[src/verilog/gpx_pkg.sv]
// Constants, register map and state type for the 16-bit serial I/O expander.
`default_nettype none

package gpx_pkg;

  // Port geometry.
  localparam int GPX_PORT_W = 8;
  localparam int GPX_PORTS = 2;

  // Fixed upper five bits of the 7-bit bus address; the straps fill bits 1 and 0.
  localparam logic [4:0] GPX_ADDR_FIXED = 5'h1d;

  // Register groups, selected by command bits 2:1; bit 0 picks the port.
  localparam logic [1:0] GPX_GRP_IN = 2'h0;
  localparam logic [1:0] GPX_GRP_OUT = 2'h1;
  localparam logic [1:0] GPX_GRP_POL = 2'h2;
  localparam logic [1:0] GPX_GRP_CFG = 2'h3;
  localparam logic [2:0] GPX_PTR_RST = 3'h0;

  // Reset values.
  localparam logic [7:0] GPX_OUT_RST = 8'hff;
  localparam logic [7:0] GPX_POL_RST = 8'h00;
  localparam logic [7:0] GPX_CFG_RST = 8'hff;

  // Idle levels of {addr_strap_hi, addr_strap_lo, sda, scl} after reset.
  localparam logic [3:0] GPX_LINE_IDLE = 4'h3;

  // Serial byte framing: the falling edge after the eighth rising edge completes a byte.
  localparam logic [3:0] GPX_BIT_LAST = 4'h8;

  // Glitch filter: pulses up to the spike time are rejected.
  localparam int GPX_CLK_NS = 4;
  localparam int GPX_SPIKE_NS = 50;
  localparam int GPX_FILT_CYC = (GPX_SPIKE_NS + GPX_CLK_NS) / GPX_CLK_NS;

  typedef enum logic [3:0] {
    GPX_ST_IDLE,
    GPX_ST_ADDR,
    GPX_ST_ACK_ADDR,
    GPX_ST_CMD,
    GPX_ST_ACK_CMD,
    GPX_ST_WR,
    GPX_ST_ACK_WR,
    GPX_ST_RD,
    GPX_ST_MACK
  } gpx_state_t;

endpackage : gpx_pkg

`default_nettype wire

[src/verilog/gpx_expander.sv]
// Serial-bus controlled 16-bit I/O expander with change alert.
`default_nettype none

module gpx_expander #(
  parameter int PORT_W = gpx_pkg::GPX_PORT_W,
  parameter int FILT_CYC = gpx_pkg::GPX_FILT_CYC
) (
  input wire logic clk_in,
  input wire logic resetn_in,
  input wire logic scl_in,
  input wire logic sda_in,
  output logic sda_out_out,
  output logic sda_oe_out,
  input wire logic addr_strap_lo_in,
  input wire logic addr_strap_hi_in,
  input wire logic [2*PORT_W-1:0] port_in_in,
  output logic [2*PORT_W-1:0] port_out_out,
  output logic [2*PORT_W-1:0] port_oe_out,
  output logic alert_n_out,
  output logic alert_n_oe_out
);
  import gpx_pkg::*;

  localparam int NP = 2 * PORT_W;
  localparam int NS = NP + 4;
  localparam int FCW = $clog2(FILT_CYC + 1);
  localparam logic [NS-1:0] FILT_RST = {GPX_LINE_IDLE, {NP{1'b0}}};
  localparam logic [FCW-1:0] FILT_LAST = FCW'(FILT_CYC - 1);

  ////////////////////////////////////////////////////////////////////////////
  // Input synchronisers and glitch filters.
  logic [NS-1:0] raw;
  logic [NS-1:0] sync1;
  logic [NS-1:0] sync2;
  logic [NS-1:0] filt;
  logic [FCW-1:0] fcnt [NS];

  assign raw = {addr_strap_hi_in, addr_strap_lo_in, sda_in, scl_in, port_in_in};

  // A level must hold past the spike time before it is believed; this costs a
  // fixed latency but keeps bus ringing from forging start or stop conditions.
  for (genvar g = 0; g < NS; g++) begin : g_filt
    always_ff @(posedge clk_in) begin
      if (!resetn_in) begin
        sync1[g] <= FILT_RST[g];
        sync2[g] <= FILT_RST[g];
        filt[g] <= FILT_RST[g];
        fcnt[g] <= '0;
      end else begin
        sync1[g] <= raw[g];
        sync2[g] <= sync1[g];
        if (sync2[g] == filt[g]) begin
          fcnt[g] <= '0;
        end else if (fcnt[g] == FILT_LAST) begin
          filt[g] <= sync2[g];
          fcnt[g] <= '0;
        end else begin
          fcnt[g] <= fcnt[g] + 1'b1;
        end
      end
    end
  end

  logic [NP-1:0] pins;
  logic scl_f;
  logic sda_f;
  logic [1:0] strap;
  assign pins = filt[NP-1:0];
  assign scl_f = filt[NP];
  assign sda_f = filt[NP+1];
  assign strap = filt[NP+3:NP+2];

  ////////////////////////////////////////////////////////////////////////////
  // Bus condition detection.
  logic scl_d;
  logic sda_d;
  logic scl_rise;
  logic scl_fall;
  logic start_ev;
  logic stop_ev;

  always_ff @(posedge clk_in) begin
    if (!resetn_in) begin
      scl_d <= 1'b1;
      sda_d <= 1'b1;
    end else begin
      scl_d <= scl_f;
      sda_d <= sda_f;
    end
  end

  assign scl_rise = scl_f & ~scl_d;
  assign scl_fall = ~scl_f & scl_d;
  assign start_ev = scl_f & scl_d & sda_d & ~sda_f;
  assign stop_ev = scl_f & scl_d & ~sda_d & sda_f;

  ////////////////////////////////////////////////////////////////////////////
  // Serial state machine.
  gpx_state_t state;
  logic [3:0] bitcnt;
  logic [7:0] shreg;
  logic [7:0] tx;
  logic rw;
  logic sel;
  logic [2:0] ptr;
  logic [2:0] cur;
  logic [7:0] rd_data;
  logic addr_hit;
  logic byte_done;

  assign cur = {ptr[2:1], sel};
  assign byte_done = scl_fall && (bitcnt == GPX_BIT_LAST);
  assign addr_hit = (shreg[7:1] == {GPX_ADDR_FIXED, strap});

  always_ff @(posedge clk_in) begin
    if (!resetn_in) begin
      state <= GPX_ST_IDLE;
      bitcnt <= '0;
      shreg <= '0;
      tx <= '0;
      rw <= 1'b0;
      sel <= 1'b0;
      sda_oe_out <= 1'b0;
    end else if (start_ev) begin
      state <= GPX_ST_ADDR;
      bitcnt <= '0;
      sda_oe_out <= 1'b0;
      sel <= ptr[0];
    end else if (stop_ev) begin
      state <= GPX_ST_IDLE;
      sda_oe_out <= 1'b0;
    end else begin
      if (scl_rise) begin
        shreg <= {shreg[6:0], sda_f};
        bitcnt <= bitcnt + 1'b1;
      end
      if (scl_fall) begin
        case (state)
          GPX_ST_IDLE: begin
            sda_oe_out <= 1'b0;
          end
          GPX_ST_ADDR: begin
            if (byte_done) begin
              if (addr_hit) begin
                state <= GPX_ST_ACK_ADDR;
                rw <= shreg[0];
                sda_oe_out <= 1'b1;
              end else begin
                state <= GPX_ST_IDLE;
              end
            end
          end
          GPX_ST_ACK_ADDR: begin
            bitcnt <= '0;
            if (rw) begin
              state <= GPX_ST_RD;
              tx <= rd_data;
              sda_oe_out <= ~rd_data[7];
            end else begin
              state <= GPX_ST_CMD;
              sda_oe_out <= 1'b0;
            end
          end
          GPX_ST_CMD: begin
            if (byte_done) begin
              state <= GPX_ST_ACK_CMD;
              sel <= shreg[0];
              sda_oe_out <= 1'b1;
            end
          end
          GPX_ST_ACK_CMD, GPX_ST_ACK_WR: begin
            state <= GPX_ST_WR;
            bitcnt <= '0;
            sda_oe_out <= 1'b0;
            if (state == GPX_ST_ACK_WR) begin
              sel <= ~sel;
            end
          end
          GPX_ST_WR: begin
            if (byte_done) begin
              state <= GPX_ST_ACK_WR;
              sda_oe_out <= 1'b1;
            end
          end
          GPX_ST_RD: begin
            if (byte_done) begin
              state <= GPX_ST_MACK;
              sda_oe_out <= 1'b0;
              sel <= ~sel;
            end else begin
              tx <= {tx[6:0], 1'b0};
              sda_oe_out <= ~tx[6];
            end
          end
          GPX_ST_MACK: begin
            if (!shreg[0]) begin
              state <= GPX_ST_RD;
              bitcnt <= '0;
              tx <= rd_data;
              sda_oe_out <= ~rd_data[7];
            end else begin
              state <= GPX_ST_IDLE;
            end
          end
          default: begin
            state <= GPX_ST_IDLE;
            sda_oe_out <= 1'b0;
          end
        endcase
      end
    end
  end

  // Open drain: the line is only ever pulled low.
  assign sda_out_out = 1'b0;

  ////////////////////////////////////////////////////////////////////////////
  // Pointer and register file.
  logic cmd_ev;
  logic wr_ev;
  logic [7:0] outp [GPX_PORTS];
  logic [7:0] pol [GPX_PORTS];
  logic [7:0] cfg [GPX_PORTS];
  logic [7:0] in_latch [GPX_PORTS];

  assign cmd_ev = byte_done && (state == GPX_ST_CMD) && !start_ev && !stop_ev;
  assign wr_ev = byte_done && (state == GPX_ST_WR) && !start_ev && !stop_ev;

  always_ff @(posedge clk_in) begin
    if (!resetn_in) begin
      ptr <= GPX_PTR_RST;
    end else if (cmd_ev) begin
      ptr <= shreg[2:0];
    end
  end

  always_ff @(posedge clk_in) begin
    if (!resetn_in) begin
      for (int p = 0; p < GPX_PORTS; p++) begin
        outp[p] <= GPX_OUT_RST;
        pol[p] <= GPX_POL_RST;
        cfg[p] <= GPX_CFG_RST;
      end
    end else if (wr_ev) begin
      case (cur[2:1])
        GPX_GRP_OUT: outp[cur[0]] <= shreg;
        GPX_GRP_POL: pol[cur[0]] <= shreg;
        GPX_GRP_CFG: cfg[cur[0]] <= shreg;
        default: ;
      endcase
    end
  end

  always_comb begin
    case (cur[2:1])
      GPX_GRP_IN: rd_data = in_latch[cur[0]] ^ pol[cur[0]];
      GPX_GRP_OUT: rd_data = outp[cur[0]];
      GPX_GRP_POL: rd_data = pol[cur[0]];
      GPX_GRP_CFG: rd_data = cfg[cur[0]];
      default: rd_data = '0;
    endcase
  end

  ////////////////////////////////////////////////////////////////////////////
  // Input capture and change alert.
  logic primed;
  logic cap_ev;
  logic [NP-1:0] alert_vec;
  logic [NP-1:0] latch_flat;
  logic [NP-1:0] cfg_flat;
  logic [NP-1:0] out_flat;

  // The snapshot is taken on the acknowledge rising edge, so a change during
  // that clock can be swallowed; the compare afterwards catches the rest.
  assign cap_ev = scl_rise && (cur[2:1] == GPX_GRP_IN) && !start_ev && !stop_ev
    && (((state == GPX_ST_ACK_ADDR) && rw) || ((state == GPX_ST_MACK) && !sda_f));

  always_ff @(posedge clk_in) begin
    if (!resetn_in) begin
      primed <= 1'b0;
      for (int p = 0; p < GPX_PORTS; p++) begin
        in_latch[p] <= '0;
      end
    end else if (!primed) begin
      primed <= 1'b1;
      for (int p = 0; p < GPX_PORTS; p++) begin
        in_latch[p] <= pins[p*PORT_W +: PORT_W];
      end
    end else if (cap_ev) begin
      in_latch[cur[0]] <= pins[cur[0]*PORT_W +: PORT_W];
    end
  end

  for (genvar p = 0; p < GPX_PORTS; p++) begin : g_flat
    assign latch_flat[p*PORT_W +: PORT_W] = in_latch[p];
    assign cfg_flat[p*PORT_W +: PORT_W] = cfg[p];
    assign out_flat[p*PORT_W +: PORT_W] = outp[p];
  end

  // Outputs are masked off; a pin turned to input may still mismatch at once.
  assign alert_vec = (pins ^ latch_flat) & cfg_flat;

  always_ff @(posedge clk_in) begin
    if (!resetn_in) begin
      alert_n_oe_out <= 1'b0;
    end else begin
      alert_n_oe_out <= primed && (|alert_vec);
    end
  end

  assign alert_n_out = 1'b0;

  ////////////////////////////////////////////////////////////////////////////
  // Pin drivers.
  logic [NP-1:0] high_side_driver;
  logic [NP-1:0] low_side_driver;

  assign high_side_driver = ~cfg_flat & out_flat;
  assign low_side_driver = ~cfg_flat & ~out_flat;
  assign port_out_out = high_side_driver;
  assign port_oe_out = high_side_driver | low_side_driver;

  ////////////////////////////////////////////////////////////////////////////
  // Checks.
  reset_defaults_a: assert property (@(posedge clk_in)
    !resetn_in |=> (state == GPX_ST_IDLE) && !sda_oe_out && (port_oe_out == '0)
      && (ptr == GPX_PTR_RST))
    else $error("reset did not restore defaults");

  driver_exclusive_a: assert property (@(posedge clk_in) disable iff (!resetn_in)
    ((high_side_driver & low_side_driver) == '0)
      && ((port_oe_out & cfg_flat) == '0))
    else $error("pin driven while input or both drivers on");

  output_no_alert_a: assert property (@(posedge clk_in) disable iff (!resetn_in)
    primed && (((pins ^ latch_flat) & cfg_flat) == '0) |=> !alert_n_oe_out)
    else $error("output pins raised the alert");

  addr_ack_a: assert property (@(posedge clk_in) disable iff (!resetn_in)
    (byte_done && state == GPX_ST_ADDR && addr_hit && !start_ev && !stop_ev)
      |=> sda_oe_out && (state == GPX_ST_ACK_ADDR))
    else $error("matching address not acknowledged");

  addr_miss_a: assert property (@(posedge clk_in) disable iff (!resetn_in)
    (byte_done && state == GPX_ST_ADDR && !addr_hit && !start_ev && !stop_ev)
      |=> !sda_oe_out && (state == GPX_ST_IDLE))
    else $error("foreign address answered");

  stop_idle_a: assert property (@(posedge clk_in) disable iff (!resetn_in)
    stop_ev && !start_ev |=> (state == GPX_ST_IDLE) && !sda_oe_out)
    else $error("stop did not return to idle");

  ptr_hold_a: assert property (@(posedge clk_in) disable iff (!resetn_in)
    !cmd_ev |=> $stable(ptr))
    else $error("pointer changed without a command byte");

  out_write_a: assert property (@(posedge clk_in) disable iff (!resetn_in)
    wr_ev && (cur[2:1] == GPX_GRP_OUT) |=> (outp[$past(sel)] == $past(shreg)))
    else $error("output register write lost");

  in_write_a: assert property (@(posedge clk_in) disable iff (!resetn_in)
    wr_ev && (cur[2:1] == GPX_GRP_IN) |=> $stable(out_flat) && $stable(cfg_flat))
    else $error("input register write had an effect");

  port_clear_a: assert property (@(posedge clk_in) disable iff (!resetn_in)
    primed && cap_ev && !sel |=> (in_latch[0] == $past(pins[PORT_W-1:0]))
      && $stable(in_latch[1]))
    else $error("port read cleared the wrong port");

  alert_follow_a: assert property (@(posedge clk_in) disable iff (!resetn_in)
    primed && (|alert_vec) |=> alert_n_oe_out)
    else $error("mismatch did not raise alert");

endmodule // gpx_expander

`default_nettype wire

[config.mk]
export PLATFORM = sky130hd
export DESIGN_NAME = gpx_expander
export DESIGN_NICKNAME = d
export VERILOG_FILES = /design/src/verilog/gpx_pkg.sv /design/src/verilog/gpx_expander.sv
export SDC_FILE = /design/constraint.sdc
export NUM_CORES = 1
export LEC_CHECK = 0
export BUFFER_PORTS_ARGS = -buffer_cell sky130_fd_sc_hd__buf_2
export CORE_MARGIN = 2
export CORE_UTILIZATION = 55
export DETAILED_ROUTE_END_ITERATION = 12
export PLACE_DENSITY = 0.73
export SYNTH_ARGS = -nofsm -noshare
export SYNTH_HDL_FRONTEND = slang
export SYNTH_SLANG_ARGS = --single-unit
export TNS_END_PERCENT = 100
[constraint.sdc]
create_clock -name clk_in -period 2.98 [get_ports clk_in]
set_clock_uncertainty 0.1 [all_clocks]
set_input_delay 0.149 -clock clk_in [delete_from_list [all_inputs] [get_ports clk_in]]
set_output_delay 0.149 -clock clk_in [all_outputs]
set_load 0.005 [all_outputs]
==> reports/metrics.csv, run 1 <==
metric;value;unit
Async S/R FF share, synth;0;%
Clock Path Buffers;3;
Fill cells;1602;
tightest hold margin;0.250;ns
Yosys cell types;55;
most frequent cell after synthesis;edfxtp_1;
# rows;52;
# IOs;58;
Slew @ Worst Pin;0.785;ns
routed wire length;22.4;mm
Final #Nets;1261;
CORE AREA;20100;um2
top cells by area, synth;edfxtp_1 39%, dfxtp_1 17%, ha_1 4.7%;
post-CTS setup buffer count;0;
pre-CTS WS;0.443;ns
Synth Register Bits;238;
final worst slack;0.459;ns
max incr delay on CP;0.55;ns
part of the cycle the worst path needs;84.6;%
Multi-input gate area;4810;um2
critical path class;reg2reg;
via count;7653;
layout overhead on the synthesized area;16.9;%
top cell type's share of synthesized area;38.6;%
Critical Path Fanout Max;21;
sequential share of the synthesized area;55.4;%
largest net degree at the start of global routing;53;
WL per Instance;15.1;um
gpl congestion;0.899;
WP data arrival;2.67;ns
Storage cell area;6210;um2
die height;147;um
1st-pass router iterations;5;
EDFF count, synth;144;
Post-CTS Resized;0;
die footprint;21500;um2
Pleak;5.40;nW
fin crit period;2.52;ns
Initial DRC Count;503;
grt ovf;0;
Layout Cells excl Fill;1488;
leading register cell type out of synthesis;edfxtp_1;
chip width;147;um
fin. max-slew vios;0;
status;complete, no violations;
worst-path cell chain;inv_1, ha_1, and3b_1, nand2_1, or4_4, o21ai_0, buf_4;
VDD IR max;555;uV
syn avg cell area;10.8;um2
RSZ-0062 raised after global routing;no;
Worst Path Buf+Inv;2;
CP max-delay cell;or4_4;
clock sinks;238;
DPL Wire Length;15.8;mm
ratio of cells with drive above 1 in the final layout;11.0;%
n_diodes;0;
most frequent cells after synthesis;144 x edfxtp_1, 123 x nor2_1, 94 x dfxtp_1, 82 x inv_1, 68 x nand3_1;
Placed Cells;1417;
Initial Util;55.7;%
Rel. slew slack;47.6;%
CP Capture Type;flip-flop;
Skew-Pair Late Insertion Delay;0.54;ns
Critical Path RT;3.13;ns
vias in the first global route;7544;
CTS root buffer;clkbuf_16;
Post-Syn Instances;1039;
Max Freq;397;MHz
CTS tree;built;
first-pass GRT wire length;37.2;mm
final hold violation count;0;
initial antenna violation count;0;
Setup TNS;0;ns
synthesized cell area;11200;um2
number of buffers added on ports;55;
Num CTS Buffers;27;
Max-Cap Viols;0;
Worst-path clk slew;0.06;ns
CP startpoint kind;flip-flop;
htree depth;1;
Final Power;0.00717;W
Remaining DRCs;0;
P per Cell Area;548;nW/um2
yosys warns;0;
Routed Antenna Nets;0;
via/cell ratio;5.14;
Final setup viols;0;
HP Class;in2reg;
family with the most delay on the worst path;simple AND/OR/NAND/NOR gates;
GRT Resource Usage Total;21.5;%
cell taking the most area after synthesis;edfxtp_1;
[area by class of cell]
class                      instances  area share [%]
inverter                          82            2.35
sequential                       238            47.4
clock inverter                    10           0.439
multi-input combinational        758            36.7
tap                              270            2.58
clock buffer                      40            6.00
timing repair buffer              90            4.51
[where the power goes]
| group | internal [W] | switching (W) | total, W |
|---|---|---|---|
| combinational | 0.000167 | 0.000195 | 0.000362 |
| clock | 0.00182 | 0.00127 | 0.00310 |
| sequential | 0.00361 | 0.0000989 | 0.00371 |
| total | 0.00560 | 0.00157 | 0.00717 |
[tightest hold or removal path, delay by kind of cell]
kind	cells	cell delay [ns]
simple gates	1	0.10
buf+inv	2	0.61
[through the flow]
step / util, % / instance area [um2]
5_1_grt: 65.1 / 13100
3_5_place_dp: 59.9 / 12000
6_report: 65.1 / 13100
2_1_floorplan: - / 11500
3_3_place_gp: 59.9 / 12000
4_1_cts: 65.1 / 13100
[logic make-up (layout without fill, tap and decap cells)]
| logic type | after synthesis | in the layout | synth area share (%) |
|---|---|---|---|
| and+or+nand+nor | 400 | 400 | 18.1 |
| muxes | 49 | 49 | 4.71 |
| adders and majority gates | 42 | 42 | 4.69 |
| other | 2 | 82 | 0.0670 |
| buffers and inverters | 123 | 222 | 4.33 |
| xor gates and xnor gates | 93 | 93 | 7.34 |
| DFF | 238 | 238 | 55.4 |
| AOI/OAI and AO/OA | 92 | 92 | 5.31 |
[cells in the final DEF, fill, tap and decap left out, types with 19 or more instances in the layout]
| master | n |
|---|---|
| ha_1 | 42 |
| edfxtp_1 | 144 |
| and2_1 | 59 |
| inv_1 | 82 |
| xnor2_1 | 42 |
| dfxtp_1 | 93 |
| conb_1 | 82 |
| nor2_1 | 123 |
| clkbuf_16 | 28 |
| nand3_1 | 68 |
| o22ai_1 | 21 |
| nor2b_1 | 29 |
| xor2_1 | 50 |
| o21ai_0 | 19 |
| nand2_1 | 49 |
| a21oi_1 | 19 |
| dlygate4sd3_1 | 21 |
| buf_2 | 55 |
| mux2i_1 | 46 |
[registers in the layout, indices dropped and copies added (netlist names), 3 cells and up, named ones only]
| signal | count |
|---|---|
| bitcnt | 4 |
| cfg | 16 |
| fcnt | 80 |
| filt | 18 |
| in_latch | 16 |
| outp | 16 |
| pol | 16 |
| ptr | 3 |
| shreg | 8 |
| state | 4 |
| sync1 | 20 |
| sync2 | 20 |
| tx | 7 |
[metal layers]
layer	global-route usage, %	wire [um]	vias to the layer above
li1	-	-	3776
met1	29.2	9870	3569
met2	35.9	10400	256
met3	3.17	1410	52
met4	6.94	733	0
met5	0	0	-
[repair_timing]
action                                 4_1_cts  5_1_grt
hold buffers                                21        0
setup endpoints to repair                    0        0
endpoints found under the hold margin       25        0
[path summary, 6_finish.rpt]
kind	startpoint	to	slack [ns]	cells after the start
max	bitcnt[0]	outp[0][4]	0.46	7
min	port_in_in[7]	sync1[7]	0.25	3
max reg2reg	bitcnt[0]	outp[0][4]	0.46	7
min reg2reg	sync1[16]	sync2[16]	0.31	1
Power figures use the tool's default switching activity.
==> run 2, diff against run 1 <==
Clock period 2.98 ns to 2.52 ns, I/O delays scaled along.
==> run 2 against run 1 <==
Effect of this change:
- worst setup slack worse by 0.26 ns
- clock-buffer cell count is 4 lower
- combinational power is 21% higher
- clock power is 21% higher
- largest cell class unchanged
==> reports/metrics.csv, run 2 (synthesis results as in run 1) <==
metric;value;unit;change
max incr delay on CP;0.36;ns;was 0.55 ns
CP Capture Type;flip-flop;;unchanged
fin crit period;2.32;ns;was 2.52 ns
reg2reg path depth;8;;was 7
Final Power;0.00858;W;was 0.00717 W
Worst Path Buf+Inv;2;;unchanged
family with the most delay on the worst path;simple AND/OR/NAND/NOR gates;;unchanged
M3 GR Usage;3.32;%;was 3.17%
RSZ-0062 raised after global routing;no;;unchanged
Slew @ Worst Pin;0.707;ns;was 0.785 ns
first-pass GRT wire length;37.5;mm;was 37.2 mm
Initial Util;55.7;%;unchanged
final hold violation count;0;;unchanged
met2 Resource Use GR;36.2;%;was 35.9%
CP startpoint kind;flip-flop;;unchanged
VDD IR max;450;uV;was 555 uV
die footprint;21500;um2;unchanged
Most Crowded Layer GR;met2;;unchanged
WP data arrival;2.49;ns;was 2.67 ns
commonest non-fill, non-tap cell in the layout;edfxtp_1;;unchanged
# rows;52;;unchanged
R2R Path End;cfg[1][7];;was outp[0][4]
P per Cell Area;648;nW/um2;was 548 nW/um2
die height;147;um;unchanged
vias in the first global route;7565;;was 7,544
part of the cycle the worst path needs;91.9;%;was 84.6%
critical path class;reg2reg;;unchanged
Cell Area, Placed;12200;um2;was 12,000 um2
CORE AREA;20100;um2;unchanged
r2r setup slk;0.20;ns;was 0.46 ns
Routed Antenna Nets;0;;unchanged
hold endpoint;sync1[5];;was sync1[7]
status;complete, no violations;;unchanged
largest registers;fcnt: 80 flops, sync1: 20 flops, sync2: 20 flops;;unchanged
met1 global-route usage;29.1;%;was 29.2%
GRT Resource Usage Total;21.7;%;was 21.5%
Largest register FFs;80;;unchanged
largest net degree at the start of global routing;67;;was 53
CTS tree;built;;unchanged
clock sinks;238;;unchanged
gpl congestion;0.934;;was 0.899
Final setup viols;0;;unchanged
cell area after layout;13200;um2;was 13,100 um2
1st-pass router iterations;5;;unchanged
chip width;147;um;unchanged
via count;7784;;was 7,653
ratio of cells with drive above 1 in the final layout;12.0;%;was 11.0%
HP Class;in2reg;;unchanged
worst-path cell chain;inv_1, ha_1, and3b_1, nand2_1, nor4_2, buf_4, nand3_1, or2_2;;was inv_1, ha_1, and3b_1, nand2_1, or4_4, o21ai_0, buf_4
R2R Path Start;bitcnt[0];;unchanged
routed wire length;23.1;mm;was 22.4 mm
Clock Path Buffers;3;;unchanged
Worst-path clk slew;0.06;ns;about the same
CP max-delay cell;or2_2;;was or4_4
DPL Wire Length;16.4;mm;was 15.8 mm
worst hold start;port_in_in[5];;was port_in_in[7]
via/cell ratio;5.19;;was 5.14
CTS root buffer;clkbuf_16;;unchanged
Max-Cap Viols;0;;unchanged
Skew-Pair Late Insertion Delay;0.52;ns;was 0.54 ns
number of buffers added on ports;55;;unchanged
fin. max-slew vios;0;;unchanged
Initial DRC Count;550;;was 503
n_diodes;0;;unchanged
Final #Nets;1275;;was 1,261
# IOs;58;;unchanged
grt ovf;0;;unchanged
initial antenna violation count;0;;unchanged
Critical Path RT;2.69;ns;was 3.13 ns
most frequent cells in the layout;144 x edfxtp_1, 123 x nor2_1, 92 x dfxtp_1;;was 144 x edfxtp_1, 123 x nor2_1, 93 x dfxtp_1
hold depth;3;;unchanged
Max Freq;432;MHz;was 397 MHz
WL per Instance;15.4;um;was 15.1 um
htree depth;1;;unchanged
Rel. slew slack;51.6;%;was 47.6%
Pleak;5.48;nW;was 5.40 nW
layout overhead on the synthesized area;18.2;%;was 16.9%
Critical Path Fanout Max;8;;was 21
Num CTS Buffers;26;;was 27
largest register by flop count;fcnt;;unchanged
Remaining DRCs;0;;unchanged
-- run 2: report_power, final --
group / internal (W) / total, W / switching, W
combinational: 0.000202 / 0.000438 / 0.000236
sequential: 0.00427 / 0.00439 / 0.000118
clock: 0.00225 / 0.00375 / 0.00150
-- run 2: worst max-delay path by stage --
| stage | from | to | slack, ns | cells past startpoint |
|---|---|---|---|---|
| floorplan | bitcnt[0] | outp[0][0] | -0.07 | 7 |
| global placement | state[0] | cfg[1][4] | 0.19 | 6 |
| detailed placement | state[0] | cfg[1][6] | 0.14 | 6 |
| CTS | state[0] | cfg[1][6] | 0.12 | 6 |
| global route | bitcnt[0] | outp[1][2] | 0.04 | 8 |
| finish | bitcnt[0] | cfg[1][7] | 0.20 | 8 |
-- run 2: routing by layer --
layer | vias to the layer above | wire length, um
met2 | 244 | 10800
met3 | 63 | 1390
li1 | 3798 | -
met4 | 0 | 870
met5 | - | 0
met1 | 3679 | 10000
-- run 2: worst register-to-register path: cells and delay by family (launching register included) --
kind,cells,cell delay [ns]
flip-flops,1,0.33
buffers and inverters,2,0.27
adder cells (fa/ha/maj),1,0.16
AND/OR/NAND/NOR,5,1.22
-- run 2: final cells by class --
class                   instances  area [um2]
clock buffers                  36         739
inverters                      82         308
clock inverters                12         113
fillers                      1549        6860
well taps                     270         338
flip-flops and latches        238        6210
repair buffers                105         721
multi-input cells             758        4810
-- run 2: what timing repair did --
item                                   in CTS  in global routing
setup endpoints to repair                   0                 32
resized for setup                           0                  4
hold buffers                               23                  0
setup buffers                               0                  0
endpoints found under the hold margin      31                  0
-- run 2: stage by stage --
| step | TNS (ns) | setup WS, ns | std cells | utilization (%) | hold slack [ns] |
|---|---|---|---|---|---|
| 2_1_floorplan | -1.58 | -0.0697 | 1119 | - | 0.0537 |
| 3_3_place_gp | 0 | 0.195 | 1430 | 60.4 | 0.206 |
| 3_5_place_dp | 0 | 0.138 | 1430 | 60.4 | 0.217 |
| 4_1_cts | 0 | 0.124 | 1501 | 65.8 | 0.224 |
| 5_1_grt | 0 | 0.0370 | 1501 | 65.9 | 0.229 |
| 6_report | 0 | 0.203 | 1501 | 65.9 | 0.244 |
==> run 3, diff against run 2 <==
Clock period 2.52 ns to 2.6 ns, I/O delays scaled along.
==> run 3 against run 2 <==
Effect of this change:
- sequential power is 3% lower
- critical endpoint is now cfg[1][1]
- routed wire length up 2.1%
- critical path type unchanged
- register-to-register slack better by 0.04 ns
- global-route usage increased by 0.40 points
- first-iteration DRC count increased by 4.5%
==> reports/metrics.csv, run 3 (synthesis results as in run 1) <==
metric;value;unit;change
pre-CTS WS;0.308;ns;was 0.138 ns
via/cell ratio;5.19;;about the same
gpl congestion;0.954;;was 0.934
die footprint;21500;um2;unchanged
vias in the first global route;7724;;was 7,565
Final Power;0.00858;W;about the same
first-pass GRT wire length;38.3;mm;was 37.5 mm
family with the most delay on the worst path;simple AND/OR/NAND/NOR gates;;unchanged
grt ovf;0;;unchanged
commonest non-fill, non-tap cell in the layout;edfxtp_1;;unchanged
CTS tree;built;;unchanged
Num CTS Buffers;26;;unchanged
final worst slack;0.243;ns;was 0.203 ns
number of buffers added on ports;55;;unchanged
hold depth;3;;unchanged
final hold violation count;0;;unchanged
via count;7768;;was 7,784
Max-Cap Viols;0;;unchanged
Clock Path Buffers;3;;unchanged
Setup TNS;0;ns;unchanged
Cell Area, Placed;12100;um2;was 12,200 um2
part of the cycle the worst path needs;90.6;%;was 91.9%
Largest register FFs;80;;unchanged
fin. max-slew vios;0;;unchanged
DPL Wire Length;16.7;mm;was 16.4 mm
Worst Path Buf+Inv;2;;unchanged
Skew-Pair Late Insertion Delay;0.53;ns;was 0.52 ns
Rel. slew slack;41.9;%;was 51.6%
Max Freq;424;MHz;was 432 MHz
Critical Path RT;2.70;ns;was 2.69 ns
Initial DRC Count;575;;was 550
n_diodes;0;;unchanged
clock sinks;238;;unchanged
most used cell, CP;nand2_1;;
total stage count of the critical path;8;;unchanged
Remaining DRCs;0;;unchanged
Slew @ Worst Pin;0.849;ns;was 0.707 ns
reg2reg path depth;8;;unchanged
Critical Path Fanout Max;8;;unchanged
routed wire length;23.6;mm;was 23.1 mm
layout overhead on the synthesized area;18.4;%;was 18.2%
# IOs;58;;unchanged
CP startpoint kind;flip-flop;;unchanged
CP max-delay cell;nand2_1;;was or2_2
Worst-path clk slew;0.06;ns;about the same
chip width;147;um;unchanged
die height;147;um;unchanged
RSZ-0062 raised after global routing;no;;unchanged
max incr delay on CP;0.36;ns;about the same
# rows;52;;unchanged
largest register by flop count;fcnt;;unchanged
critical path class;reg2reg;;unchanged
GRT Resource Usage Total;22.1;%;was 21.7%
Final setup viols;0;;unchanged
WP data arrival;2.46;ns;was 2.49 ns
CORE AREA;20100;um2;unchanged
Final #Nets;1270;;was 1,275
HP Class;in2reg;;unchanged
worst-path cell chain;inv_1, ha_1, and3b_1, nand2_1, nor4_2, buf_4, nand3_1, nand2_1;;was inv_1, ha_1, and3b_1, nand2_1, nor4_2, buf_4, nand3_1, or2_2
Post-CTS Resized;0;;unchanged
cell area after layout;13300;um2;was 13,200 um2
1st-pass router iterations;7;;was 5
Initial Util;55.7;%;unchanged
P per Cell Area;646;nW/um2;was 648 nW/um2
VDD IR max;628;uV;was 450 uV
CTS root buffer;clkbuf_16;;unchanged
Pleak;5.49;nW;was 5.48 nW
largest registers;fcnt: 80 flops, sync1: 20 flops, sync2: 20 flops;;unchanged
status;complete, no violations;;unchanged
ratio of cells with drive above 1 in the final layout;12.2;%;was 12.0%
CP Capture Type;flip-flop;;unchanged
Routed Antenna Nets;0;;unchanged
WL per Instance;15.8;um;was 15.4 um
largest net degree at the start of global routing;54;;was 67
htree depth;1;;unchanged
fin crit period;2.36;ns;was 2.32 ns
most frequent cells in the layout;144 x edfxtp_1, 123 x nor2_1, 93 x dfxtp_1;;was 144 x edfxtp_1, 123 x nor2_1, 92 x dfxtp_1
initial antenna violation count;0;;unchanged
run 3: repair_timing:
| item | CTS | global route |
|---|---|---|
| hold endpoints to repair | 24 | 0 |
| buffers inserted | 0 | 0 |
| hold buffers | 21 | 0 |
run 3: layout make-up:
cell class                      count  area [um2]
Tap cell                          270         338
Clock inverter                     12         125
Inverter                           82         308
Multi-Input combinational cell    758        4810
Sequential cell                   238        6210
Fill cell                        1578        6840
Clock buffer                       36         813
Timing Repair Buffer              100         666
run 3: final timing paths:
path,start,end,slack [ns]
setup / recovery,bitcnt[0],cfg[1][1],0.24
hold / removal,scl_in,sync1[16],0.22
setup reg to reg,bitcnt[0],cfg[1][1],0.24
hold reg to reg,sync1[16],sync2[16],0.31
run 3: power breakdown:
part	internal (W)	switching (W)	total, W
logic	0.000193	0.000229	0.000422
clock network	0.00239	0.00151	0.00390
registers	0.00414	0.000116	0.00425
total	0.00672	0.00185	0.00858
run 3: worst reg2reg max path: cells and delay by family (launching register included):
kind                     cells  cell delay [ns]
flip-flops                   1             0.33
buffers and inverters        2             0.27
AND/OR/NAND/NOR              5             1.18
adder cells (fa/ha/maj)      1             0.16
run 3: through the flow:
stage,instances,utilization (%),hold slack (ns)
2_1_floorplan,1119,-,0.0577
3_3_place_gp,1427,60.3,0.210
3_5_place_dp,1427,60.3,0.213
4_1_cts,1496,66.0,0.196
5_1_grt,1496,66.0,0.209
6_report,1496,66.0,0.221
run 3: metal layers:
layer,GRT usage [%],wire [um]
met1,29.1,10100
met2,37.7,11200
met3,3.88,1580
met4,6.70,684
met5,0,0
